File: config.mk
export PLATFORM = sky130hd
export DESIGN_NAME = bdr_reg
export DESIGN_NICKNAME = d
export VERILOG_FILES = /design/src/design/bdr_pkg.sv /design/src/design/bdr_store.sv /design/src/design/bdr_reg.sv
export SDC_FILE = /design/constraint.sdc
export NUM_CORES = 1
export LEC_CHECK = 0
export ABC_AREA = 1
export BUFFER_PORTS_ARGS = -buffer_cell sky130_fd_sc_hd__clkbuf_2
export CELL_PAD_IN_SITES_DETAIL_PLACEMENT = 1
export CELL_PAD_IN_SITES_GLOBAL_PLACEMENT = 2
export CORE_MARGIN = 8
export CORE_UTILIZATION = 24
export CTS_CLUSTER_SIZE = 28
export DETAILED_ROUTE_END_ITERATION = 7
export GPL_ROUTABILITY_DRIVEN = 0
export PLACE_DENSITY = 0.92
export SLEW_MARGIN = 10
export SYNTH_ARGS = -nofsm -noshare
export SYNTH_HDL_FRONTEND = slang
export SYNTH_SLANG_ARGS = --single-unit
File: constraint.sdc
create_clock -name core_clk -period 3.6 [get_ports core_clk]
set_input_delay 0.54 -clock core_clk [delete_from_list [all_inputs] [get_ports core_clk]]
set_output_delay 0.54 -clock core_clk [all_outputs]
set_load 0.05 [all_outputs]
File: src/design/bdr_pkg.sv
// Package: constants, pin groups and state type of the bus data register
package bdr_pkg;

  // ----------------------------------------------------------------------
  // Widths
  // ----------------------------------------------------------------------
  localparam int DATA_WIDTH = 8;
  localparam int OE_COUNT   = 3;
  localparam int ADDR_WIDTH = 8;
  localparam int BUS_WIDTH  = 32;

  // ----------------------------------------------------------------------
  // Register map
  // ----------------------------------------------------------------------
  localparam logic [ADDR_WIDTH-1:0] REG_CTRL    = 8'h00;
  localparam logic [ADDR_WIDTH-1:0] REG_STATUS  = 8'h04;
  localparam logic [ADDR_WIDTH-1:0] REG_BUSVIEW = 8'h08;

  // Control fields
  localparam int CTRL_INVERT_BIT = 0;
  localparam int CTRL_HOLD_BIT   = 1;
  localparam int CTRL_WIPE_BIT   = 2;
  localparam int CTRL_WIDTH      = 3;
  localparam logic [CTRL_WIDTH-1:0] CTRL_RESET = 3'h0;

  // Status fields
  localparam int STAT_BITS_LSB   = 0;
  localparam int STAT_LOADED_BIT = 8;
  localparam int STAT_DRIVE_BIT  = 9;

  // Busview fields
  localparam int VIEW_OE_BIT = 8;

  // Reset values
  localparam logic [DATA_WIDTH-1:0] BITS_RESET = 8'h00;
  localparam logic [BUS_WIDTH-1:0]  WORD_ZERO  = 32'h0000_0000;

  // ----------------------------------------------------------------------
  // Pin groups
  // ----------------------------------------------------------------------
  typedef struct packed {
    logic [OE_COUNT-1:0]   outEnN;
    logic                  wipeN;
    logic                  clkEnN;
    logic [DATA_WIDTH-1:0] data;
  } bdr_pins_type;

  typedef struct packed {
    logic [DATA_WIDTH-1:0] value;
    logic [DATA_WIDTH-1:0] oe;
  } bdr_bus_type;

  // ----------------------------------------------------------------------
  // Contents state
  // ----------------------------------------------------------------------
  typedef enum logic [1:0] {
    ST_EMPTY  = 2'h0,
    ST_LOADED = 2'h1
  } bdr_state_type;

endpackage

File: src/design/bdr_store.sv
// Eight storage flip-flops with clear and active-low clock enable
`timescale 1ns/10ps
`default_nettype none

module bdr_store (
  // Clock and reset
  input  wire logic                          core_clk,
  input  wire logic                          rst,
  // Controls
  input  wire logic                          wipeN,
  input  wire logic                          clkEnN,
  input  wire logic                          holdSw,
  input  wire logic [bdr_pkg::DATA_WIDTH-1:0] dataIn,
  // State
  output logic      [bdr_pkg::DATA_WIDTH-1:0] bits_q,
  output logic      [bdr_pkg::DATA_WIDTH-1:0] bits_d,
  output logic                               loadNow,
  output logic                               clearNow
);
  import bdr_pkg::*;

  // ----------------------------------------------------------------------
  // Next value
  // ----------------------------------------------------------------------
  always_comb begin
    clearNow = ~wipeN;
    loadNow  = wipeN & ~clkEnN & ~holdSw;
    bits_d   = bits_q;
    if (clearNow) begin
      bits_d = BITS_RESET;
    end else if (loadNow) begin
      bits_d = dataIn;
    end
  end

  // ----------------------------------------------------------------------
  // Storage
  // ----------------------------------------------------------------------
  // Eight bits, rising edge
  always_ff @(posedge core_clk or posedge rst) begin
    if (rst) begin
      bits_q <= BITS_RESET;
    end else begin
      bits_q <= bits_d;
    end
  end

endmodule

`default_nettype wire

File: src/design/bdr_reg.sv
// Top of the bus data register: storage, output drive and register port
`timescale 1ns/10ps
`default_nettype none

module bdr_reg (
  // Clock and reset
  input  wire logic                          core_clk,
  input  wire logic                          rst,
  // Device pins
  input  wire bdr_pkg::bdr_pins_type         pins,
  output logic      [bdr_pkg::DATA_WIDTH-1:0] busValue,
  output logic      [bdr_pkg::DATA_WIDTH-1:0] busOe,
  // Register port
  input  wire logic [bdr_pkg::ADDR_WIDTH-1:0] regAddr,
  input  wire logic [bdr_pkg::BUS_WIDTH-1:0]  regWrData,
  input  wire logic                          regWrStb,
  input  wire logic                          regRdStb,
  output logic      [bdr_pkg::BUS_WIDTH-1:0]  regRdData
);
  import bdr_pkg::*;

  // ----------------------------------------------------------------------
  // Helpers
  // ----------------------------------------------------------------------
  function automatic logic allLow(input logic [OE_COUNT-1:0] enN);
    allLow = ~|enN;
  endfunction

  function automatic logic [DATA_WIDTH-1:0] shapeOut(
    input logic [DATA_WIDTH-1:0] bits,
    input logic                  invert,
    input logic                  loaded
  );
    shapeOut = (invert & loaded) ? ~bits : bits;
  endfunction

  // ----------------------------------------------------------------------
  // Declarations
  // ----------------------------------------------------------------------
  logic [CTRL_WIDTH-1:0] ctrl_q;
  logic [DATA_WIDTH-1:0] bits_q;
  logic [DATA_WIDTH-1:0] bits_d;
  logic                  loadNow;
  logic                  clearNow;
  logic                  wipeEff;
  bdr_state_type         state_q;
  bdr_state_type         state_d;
  logic                  drive_d;
  logic                  drive_q;
  logic [DATA_WIDTH-1:0] shaped_d;
  bdr_bus_type           bus_q;
  logic [BUS_WIDTH-1:0]  rdWord;
  logic [BUS_WIDTH-1:0]  rdData_q;

  // ----------------------------------------------------------------------
  // Storage
  // ----------------------------------------------------------------------
  assign wipeEff = pins.wipeN & ~ctrl_q[CTRL_WIPE_BIT];

  bdr_store u_store (
    .core_clk (core_clk),
    .rst      (rst),
    .wipeN    (wipeEff),
    .clkEnN   (pins.clkEnN),
    .holdSw   (ctrl_q[CTRL_HOLD_BIT]),
    .dataIn   (pins.data),
    .bits_q   (bits_q),
    .bits_d   (bits_d),
    .loadNow  (loadNow),
    .clearNow (clearNow)
  );

  // ----------------------------------------------------------------------
  // Contents state
  // ----------------------------------------------------------------------
  always_comb begin
    state_d = state_q;
    case (state_q)
      ST_EMPTY: begin
        if (!clearNow && loadNow) begin
          state_d = ST_LOADED;
        end
      end
      ST_LOADED: begin
        if (clearNow) begin
          state_d = ST_EMPTY;
        end
      end
      default: begin
        state_d = ST_EMPTY;
      end
    endcase
  end

  always_ff @(posedge core_clk or posedge rst) begin
    if (rst) begin
      state_q <= ST_EMPTY;
    end else begin
      state_q <= state_d;
    end
  end

  // ----------------------------------------------------------------------
  // Output drive
  // ----------------------------------------------------------------------
  // All three enables low to drive
  assign drive_d = allLow(pins.outEnN);

  assign shaped_d = shapeOut(bits_d, ctrl_q[CTRL_INVERT_BIT],
                             state_d == ST_LOADED);

  always_ff @(posedge core_clk or posedge rst) begin
    if (rst) begin
      drive_q <= 1'b0;
    end else begin
      drive_q <= drive_d;
    end
  end

  always_ff @(posedge core_clk or posedge rst) begin
    if (rst) begin
      bus_q <= '0;
    end else begin
      bus_q.value <= shaped_d;
      bus_q.oe    <= {DATA_WIDTH{drive_d}};
    end
  end

  assign busValue = bus_q.value;
  assign busOe    = bus_q.oe;

  // ----------------------------------------------------------------------
  // Register writes
  // ----------------------------------------------------------------------
  always_ff @(posedge core_clk or posedge rst) begin
    if (rst) begin
      ctrl_q <= CTRL_RESET;
    end else if (regWrStb && regAddr == REG_CTRL) begin
      ctrl_q <= regWrData[CTRL_WIDTH-1:0];
    end
  end

  // ----------------------------------------------------------------------
  // Register reads
  // ----------------------------------------------------------------------
  always_comb begin
    rdWord = WORD_ZERO;
    case (regAddr)
      REG_CTRL: begin
        rdWord[CTRL_WIDTH-1:0] = ctrl_q;
      end
      REG_STATUS: begin
        rdWord[STAT_BITS_LSB +: DATA_WIDTH] = bits_q;
        rdWord[STAT_LOADED_BIT] = (state_q == ST_LOADED);
        rdWord[STAT_DRIVE_BIT]  = drive_q;
      end
      REG_BUSVIEW: begin
        rdWord[DATA_WIDTH-1:0] = bus_q.value;
        rdWord[VIEW_OE_BIT]    = bus_q.oe[0];
      end
      default: begin
        rdWord = WORD_ZERO;
      end
    endcase
  end

  always_ff @(posedge core_clk or posedge rst) begin
    if (rst) begin
      rdData_q <= WORD_ZERO;
    end else if (regRdStb) begin
      rdData_q <= rdWord;
    end else begin
      rdData_q <= WORD_ZERO;
    end
  end

  assign regRdData = rdData_q;

endmodule

`default_nettype wire

* After elaboration in Yosys (flattened, before gate mapping) *
Cells that the tools add are included.

word-level totals
  output and inout port bits = 48
  bits in registers = 55
  logic and storage cells = 35

operators by class
  bitwise operators = 8
  reductions and logical operators = 6
  equality and inequality tests = 4
  mux-type cells = 10

operators by type and width
  operator              number
  $mux W8               3
  $pmux W6 S2           1
  $mux W10              1
  $pmux W3 S3           1
  $eq A8 B3 Y1 const B  1
  $eq A8 B4 Y1 const B  1
  $logic_not A8 Y1      1
  $not A8 Y8            1
  $and A1 B1 Y1         4
  $eq A2 B1 Y1 const B  2
  $mux W2               2
  $pmux W2 S2           1
  $not A1 Y1            3
  $reduce_or A3 Y1      1
  $logic_and A1 B1 Y1   2
  $logic_not A2 Y1      1
  $logic_not A1 Y1      1
  $mux W1               1

* Longest topological paths before layout *
Gate-level depths: netlist of the first run.

  depth in word-level cells = 10
  mapped depth = 8
  depth with buffers taken out = 7

* Modules after synthesis *
From an unflattened synthesis of the first run, not the netlist that was laid out.

unflattened totals
  cell total of the unflattened synthesis = 195
  area, all modules = 1717.9 um^2

modules (own cells, without submodules)
  module     cells an instance  sequential area each (um^2)  area each (um^2)  instances
  bdr_reg    139                600.6                        1285.0            1
  bdr_store  56                 200.2                        432.9             1

* Worst setup path before layout of the first run *
Ideal clock, no wire load.

  kind = in2reg
  from = input pins[9] (netlist name)
  to = register bus_q, in the netlist busValue[2]
  required time = 3477 ps
  arrival time = 1137 ps
  setup time = 123 ps
  cell stages on the path = 6
  slack = 2340 ps
  path through = inv_1 > nor2_8 > nand2_4 > nor2_8 > nand2_4 > xnor2_1

between the ends
  word-level cells in the longest chain between the ends = 9
  elaborated cells between the ends (all ways) = 13
  classes of those cells = eq/ne (1); mux (6); bitwise (5); reduce/logical (1)

ends and longest elaborated chain
  what                        line             source
  from (decl)                 bdr_reg.sv:10    input wire bdr_pkg::bdr_pins_type pins,
  $and A1 B1 Y1 *             bdr_reg.sv:58    assign wipeEff = pins.wipeN & ~ctrl_q[CTRL_WIPE_BIT];
  $and A1 B1 Y1 (2 in a row)  bdr_store.sv:27  loadNow = wipeN & ~clkEnN & ~holdSw;
  $logic_and A1 B1 Y1         bdr_reg.sv:80    if (!clearNow && loadNow) begin
  $mux W2                     bdr_reg.sv:80
  $pmux W2 S2 *               bdr_reg.sv:78    case (state_q)
  via state_d[0]              bdr_reg.sv:47    bdr_state_type state_d;
  $eq A2 B1 Y1 *              bdr_reg.sv:110   state_d == ST_LOADED);
  $and A1 B1 Y1 *             bdr_reg.sv:34    shapeOut = (invert & loaded) ? ~bits : bits;
  $mux W8 *                   bdr_reg.sv:34
  via shaped_d[2]             bdr_reg.sv:50    logic [DATA_WIDTH-1:0] shaped_d;
  to (decl)                   bdr_reg.sv:51    bdr_bus_type bus_q;

The timed path passes the listed nets; every way through them passes the cells marked *.
A chain may end at the register's enable or synchronous reset.

* Worst setup path after layout of the first run *
  from = register, netlist name busOe[0]
  to = output busOe[4] (netlist name)

RTL lines
  what       line           source
  to (decl)  bdr_reg.sv:12  output logic [bdr_pkg::DATA_WIDTH-1:0] busOe,

No word-level cell between the ends.

==> results of run 1 <==
==> per-layer routing <==
metal  vias to the layer above  global-route usage [%]  part of all wire [%]
met3                         6                    3.49                   7.9
met1                       599                    9.05                    40
met5                         -                       0                     0
met2                        47                    15.3                    50
li1                        620                       -                     -
met4                         0                    3.84                   1.8
==> layout by cell type (no fill, tap or decap), types with 6 or more instances in the layout <==
master,synthesis,final
inv_1,15,15
nor2_2,9,9
nand3_1,20,20
xnor2_1,6,6
a21oi_1,6,6
nand2_1,29,29
nor2_1,13,13
dfrtp_1,32,32
clkbuf_2,0,53
conb_1,1,23
==> worst min-delay path by stage <==
stage	start	end	slack, ns	cells after the start
floorplan	state_q[1]	regRdData[8]	0.52	3
global placement	busValue[5]	regRdData[5]	0.52	2
detailed placement	busValue[7]	regRdData[7]	0.53	2
CTS	rst	busValue[7]	0.31	3
global route	rst	regRdData[6]	0.35	3
finish	rst	u_store.bits_q[4]	0.30	3
==> state kept, by name, indices dropped and copies added (netlist names) <==
| signal | cells |
|---|---|
| busOe | 1 |
| busValue | 8 |
| ctrl_q | 3 |
| regRdData | 10 |
| state_q | 2 |
| u_store.bits_q | 8 |
==> synthesized netlist by cell type (all sizes together) <==
cell type  count
o21ai          7
dfrtp         32
conb           1
o211ai         2
nor2          25
buf           32
inv           18
nand2         32
xnor2          6
a21oi          6
nor3           2
nand3         20
==> cell type report <==
type                            instances  share of cell area [%]
Inverter                               18                    3.40
Sequential cell                        32                    40.4
Tap cell                               80                    5.04
Timing Repair Buffer                   54                    13.7
Clock buffer                            5                    3.47
Clock inverter                          3                    2.33
Multi-Input combinational cell        123                    31.7
==> power by group through the flow <==
stage               sequential [W]  clock (W)  combinational (W)
floorplan                 0.000389          0           0.000116
global placement          0.000380          0           0.000131
detailed placement        0.000381          0           0.000133
CTS                       0.000374   0.000367           0.000134
global route              0.000375   0.000376           0.000143
finish                    0.000374   0.000355           0.000132
==> logic make-up (layout without fill, tap and decap cells) <==
family / count (synthesis) / after routing / synth area share [%]
and+or+nand+nor: 79 / 79 / 24.7
buffers and inverters: 50 / 80 / 18.8
DFF: 32 / 32 / 48.3
AOI/OAI and AO/OA: 15 / 15 / 4.83
xor gates and xnor gates: 6 / 6 / 3.17
other: 1 / 23 / 0.226
==> through the flow <==
| stage | total power, W | hold WS, ns | std cells | area, um^2 | util, % |
|---|---|---|---|---|---|
| after global placement | 0.000512 | 0.518 | 307 | 1870 | 27.7 |
| after detailed placement | 0.000515 | 0.534 | 307 | 1870 | 27.7 |
| after floorplan | 0.000505 | 0.517 | 205 | 1740 | - |
| after global routing | 0.000894 | 0.348 | 315 | 1980 | 29.4 |
| after CTS | 0.000875 | 0.305 | 315 | 1980 | 29.4 |
| final | 0.000861 | 0.299 | 315 | 1980 | 29.4 |
==> results.yml, run 1 <==
route:
  wl_per_cell_um: 13.0
  drtIter0Drc: 43
  ant_nets: 0
  dr.pass1.iters: 3
  routed_wl_um: 4100
  vias: 1272
  viasPerCell: 4.04
  drc_errors: 0
synth:
  syn_avg_cell_area_um2: 9.06
  synth_area_leaders: "dfrtp_1 48%, buf_4 14%, nand2_1 6.6%"
  syn-cell-area_um2: 1660
  ys_seq_area_share_pct: 48.3
  synth_top_area_share_pct: 48.3
  synth.distinct_cells: 21
  yosysWarningCount: 0
  syn-instance-count: 183
  synth_top_area_cell: "dfrtp_1"
  synth_seq_cells: 32
clock_tree:
  clk_pin_slew_ns: 0.08
  cts_resized: 0
  cts_buffer_depth: 2
  cts_setup_buffers: 0
  tritoncts: "yes"
  cts_hold_repair.buffers: 0
  cts_root_buf: "clkbuf_8"
  clock_sinks: 32
  clk_latency_ns: 0.29
  cts-buffers-inserted: 5
  h-tree-depth: 2
worst_setup_path:
  cp_top_family: "flip-flops"
  reg2reg_to: "busValue[2]"
  reg2reg_setup_slack_ns: 2.10
  r2r_start: "ctrl_q[1]"
  cp.arrival_ns: 1.14
  reg2regPathDepth: 5
  slowest_delay_ns: 0.51
  crit_cells: 1
  crit_chain: "clkbuf_2"
  cp-end-kind: "output port"
  worstSetupStartpoint: "busOe[0]"
  worst-endpoint-required_ns: 3.06
  worst-setup-path-type: "reg2out"
  path_buf_inv: 1
  worstSetupStartpointType: "flop"
  cp-endpoint: "busOe[4]"
  worstPathMaxFanout: 10
  cp_slowest_cell: "dfrtp_1"
place:
  place_ws_ns: 1.85
  portBuffers: 53
  place_hpwl_um: 3310
power:
  p_sw_share_pct: 30.4
  pwr-share-clk_pct: 41.2
  pwr-share-seq_pct: 43.4
  p_switching_w: 0.000262
  combinationalPowerShare_pct: 15.4
  leakage_nw: 1.13
  p_int_w: 0.000599
  powerDensity_nw_per_um2: 434
  ir_drop_mv: 0.122
floorplanning:
  fp-row-count: 30
  dieArea_um2: 9820
  core_area_um2: 6760
  die_h_um: 99.1
  die_w_um: 99.1
  start_util_pct: 24.5
  ios: 105
sta:
  setup_violations: 0
  fmax_mhz: 596
  period_needed_ns: 1.68
  finalHoldViolCount: 0
  post-route-period-util_pct: 46.6
  setup_tns_ns: 0
  worst_slack_ns: 1.92
  finalClockSkew_ns: 0.00893
  finalMaxSlewViolations: 0
  rsz0062_at_grt: "no"
run_status:
  outcome: "finished clean"
global_route:
  first_global_vias: 1434
  grt.overflow.total: 0
  grt_max_degree: 33
  antenna_found_initial: 0
  grt_pass1_wl_um: 6830
  grt_util_all_layers_pct: 8.74
final_layout:
  multi_input_area_um2: 628
  drive_gt1_share_pct: 34.5
  area_delta_synth_final_pct: 19.7
  register_area_um2: 801
  antenna_cells: 0
  nNetsFinal: 291
  fillers: 828
min_path:
  hold_class: "in2async"
flow_run:
  max_cap_viol_count: 0
Note: power is estimated with default switching activity, not from simulation.
==> inputs of run 2 (changes only) <==
Settings changed: CORE_UTILIZATION 24 to 20, PLACE_DENSITY 0.92 to 0.83.
Clock period 3.6 ns to 1.4 ns, I/O delays scaled along.
==> run 2 against run 1 <==
  * The run now ends with negative hold slack left
  * Design area up 0.82%
  * Flip-flop and latch count unchanged
  * Cell count up 8.6%
  * Clock power up 85%
  * Wire length up 4.9%
  * Power up 130%
  * Critical path type is now reg2reg
  * Largest cell class unchanged
==> results.yml, run 2 (synthesis results as in run 1) <==
min_path:
  hold_class: "in2async"
final_layout:
  drive_gt1_share_pct: 34.6
  fillers: 969
  finalInstanceArea_um2: 2000
  final_cell_mix: "47 x clkbuf_2, 32 x dfrtp_1, 29 x nand2_1"
  antenna_cells: 0
  register_area_um2: 801
  nNetsFinal: 294
  layout_commonest_cell: "clkbuf_2"
  multi_input_area_um2: 628
  area_delta_synth_final_pct: 20.7
  largest_reg_flops: 10
clock_tree:
  h-tree-depth: 2
  tritoncts: "yes"
  clk_latency_ns: 0.28
  clk_pin_slew_ns: 0.07
  cts-buffers-inserted: 5
  clock_sinks: 32
  cts_root_buf: "clkbuf_8"
  cts_hold_repair.buffers: 0
  cts_buffer_depth: 2
place:
  portBuffers: 53
  place_hpwl_um: 3540
  place_ws_ns: 0.0988
  postPlaceCellArea_um2: 1920
sta:
  rsz0062_at_grt: "no"
  finalMaxSlewViolations: 0
  setup_tns_ns: 0
  post-route-period-util_pct: 93.2
  setup_violations: 0
  fmax_mhz: 767
  holdWs_ns: -0.00880
  period_needed_ns: 1.30
  finalHoldViolCount: 24
  finalClockSkew_ns: 0.00390
  worst_slack_ns: 0.0957
route:
  dr.pass1.iters: 2
  ant_nets: 0
  viasPerCell: 3.70
  routed_wl_um: 4300
  wl_per_cell_um: 12.6
  drc_errors: 0
  drtIter0Drc: 36
  vias: 1267
worst_setup_path:
  worst-setup-path-type: "reg2reg"
  cp.arrival_ns: 1.49
  reg2regPathDepth: 5
  worst-endpoint-required_ns: 1.59
  cp-end-kind: "flop"
  worstSetupStartpointType: "flop"
  worstPathMaxFanout: 9
power:
  ir_drop_mv: 0.301
  p_sw_share_pct: 31.5
  p_int_w: 0.00135
  pwr-share-seq_pct: 49.0
  powerDensity_nw_per_um2: 982
  combinationalPowerShare_pct: 17.5
  p_total_w: 0.00197
  p_switching_w: 0.000619
  pwr-share-clk_pct: 33.5
  leakage_nw: 1.14
global_route:
  grt_util_all_layers_pct: 7.80
  grt_max_degree: 33
  first_global_vias: 1463
  antenna_found_initial: 0
  grt.overflow.total: 0
  grt_pass1_wl_um: 7130
floorplanning:
  ios: 105
  dieArea_um2: 11500
  start_util_pct: 20.4
  fp-row-count: 33
  core_area_um2: 8130
  die_h_um: 107
  die_w_um: 107
flow_run:
  max_cap_viol_count: 0
run_status:
  outcome: "finished with violations"
  violations: "negative hold slack"
run 2: repair_timing:
item                                    4_1_cts  5_1_grt
setup buffers                                 0        0
endpoints found under the hold margin         0        0
resized for setup                             0        6
endpoints found under the setup margin        0        8
run 2: layout make-up:
class | instances | share of cell area [%]
Clock buffer | 6 | 3.63
Clock inverter | 1 | 0.250
Inverter | 18 | 3.38
Multi-Input combinational cell | 123 | 31.4
Sequential cell | 32 | 40.0
Tap cell | 105 | 6.57
Timing Repair Buffer | 57 | 14.8
run 2: critical path, stage by stage (launching register included):
cell and delay, ns:
dfrtp_1 0.46, nor2_8 0.22, nand2_4 0.09, nor2_8 0.12
nand2_4 0.11, xnor2_1 0.21
run 2: final timing paths:
kind,end,slack (ns),startpoint
hold reg to reg,regRdData[7],0.54,busValue[7]
setup / recovery,busValue[1],0.1,ctrl_q[2]
max in group asynchronous,u_store.bits_q[0],1.11,rst
hold / removal,busOe[0],-0.009,rst
setup reg to reg,busValue[1],0.1,ctrl_q[2]
min in group core_clk,busOe[0],0.08,pins[12]
run 2: per-layer routing:
| metal | vias up | track usage [%] | wire [um] |
|---|---|---|---|
| li1 | 625 | - | - |
| met1 | 594 | 9.10 | 1830 |
| met2 | 43 | 13.5 | 2150 |
| met3 | 5 | 1.86 | 241 |
| met4 | 0 | 3.02 | 72 |
| met5 | - | 0 | 0 |
run 2: metrics by stage:
stage          std cells  util, %
3_3_place_gp         335     23.6
3_5_place_dp         335     23.6
6_report             342     24.6
4_1_cts              342     24.6
2_1_floorplan        205        -
5_1_grt              342     24.6
run 2: power by group through the flow:
stage	Combinational (W)	Clock, W	Sequential [W]
2_1_floorplan	0.000299	0	0.00100
3_3_place_gp	0.000343	0	0.000979
6_report	0.000345	0.000658	0.000963
3_5_place_dp	0.000348	0	0.000981
5_1_grt	0.000372	0.000712	0.000965
4_1_cts	0.000348	0.000681	0.000963
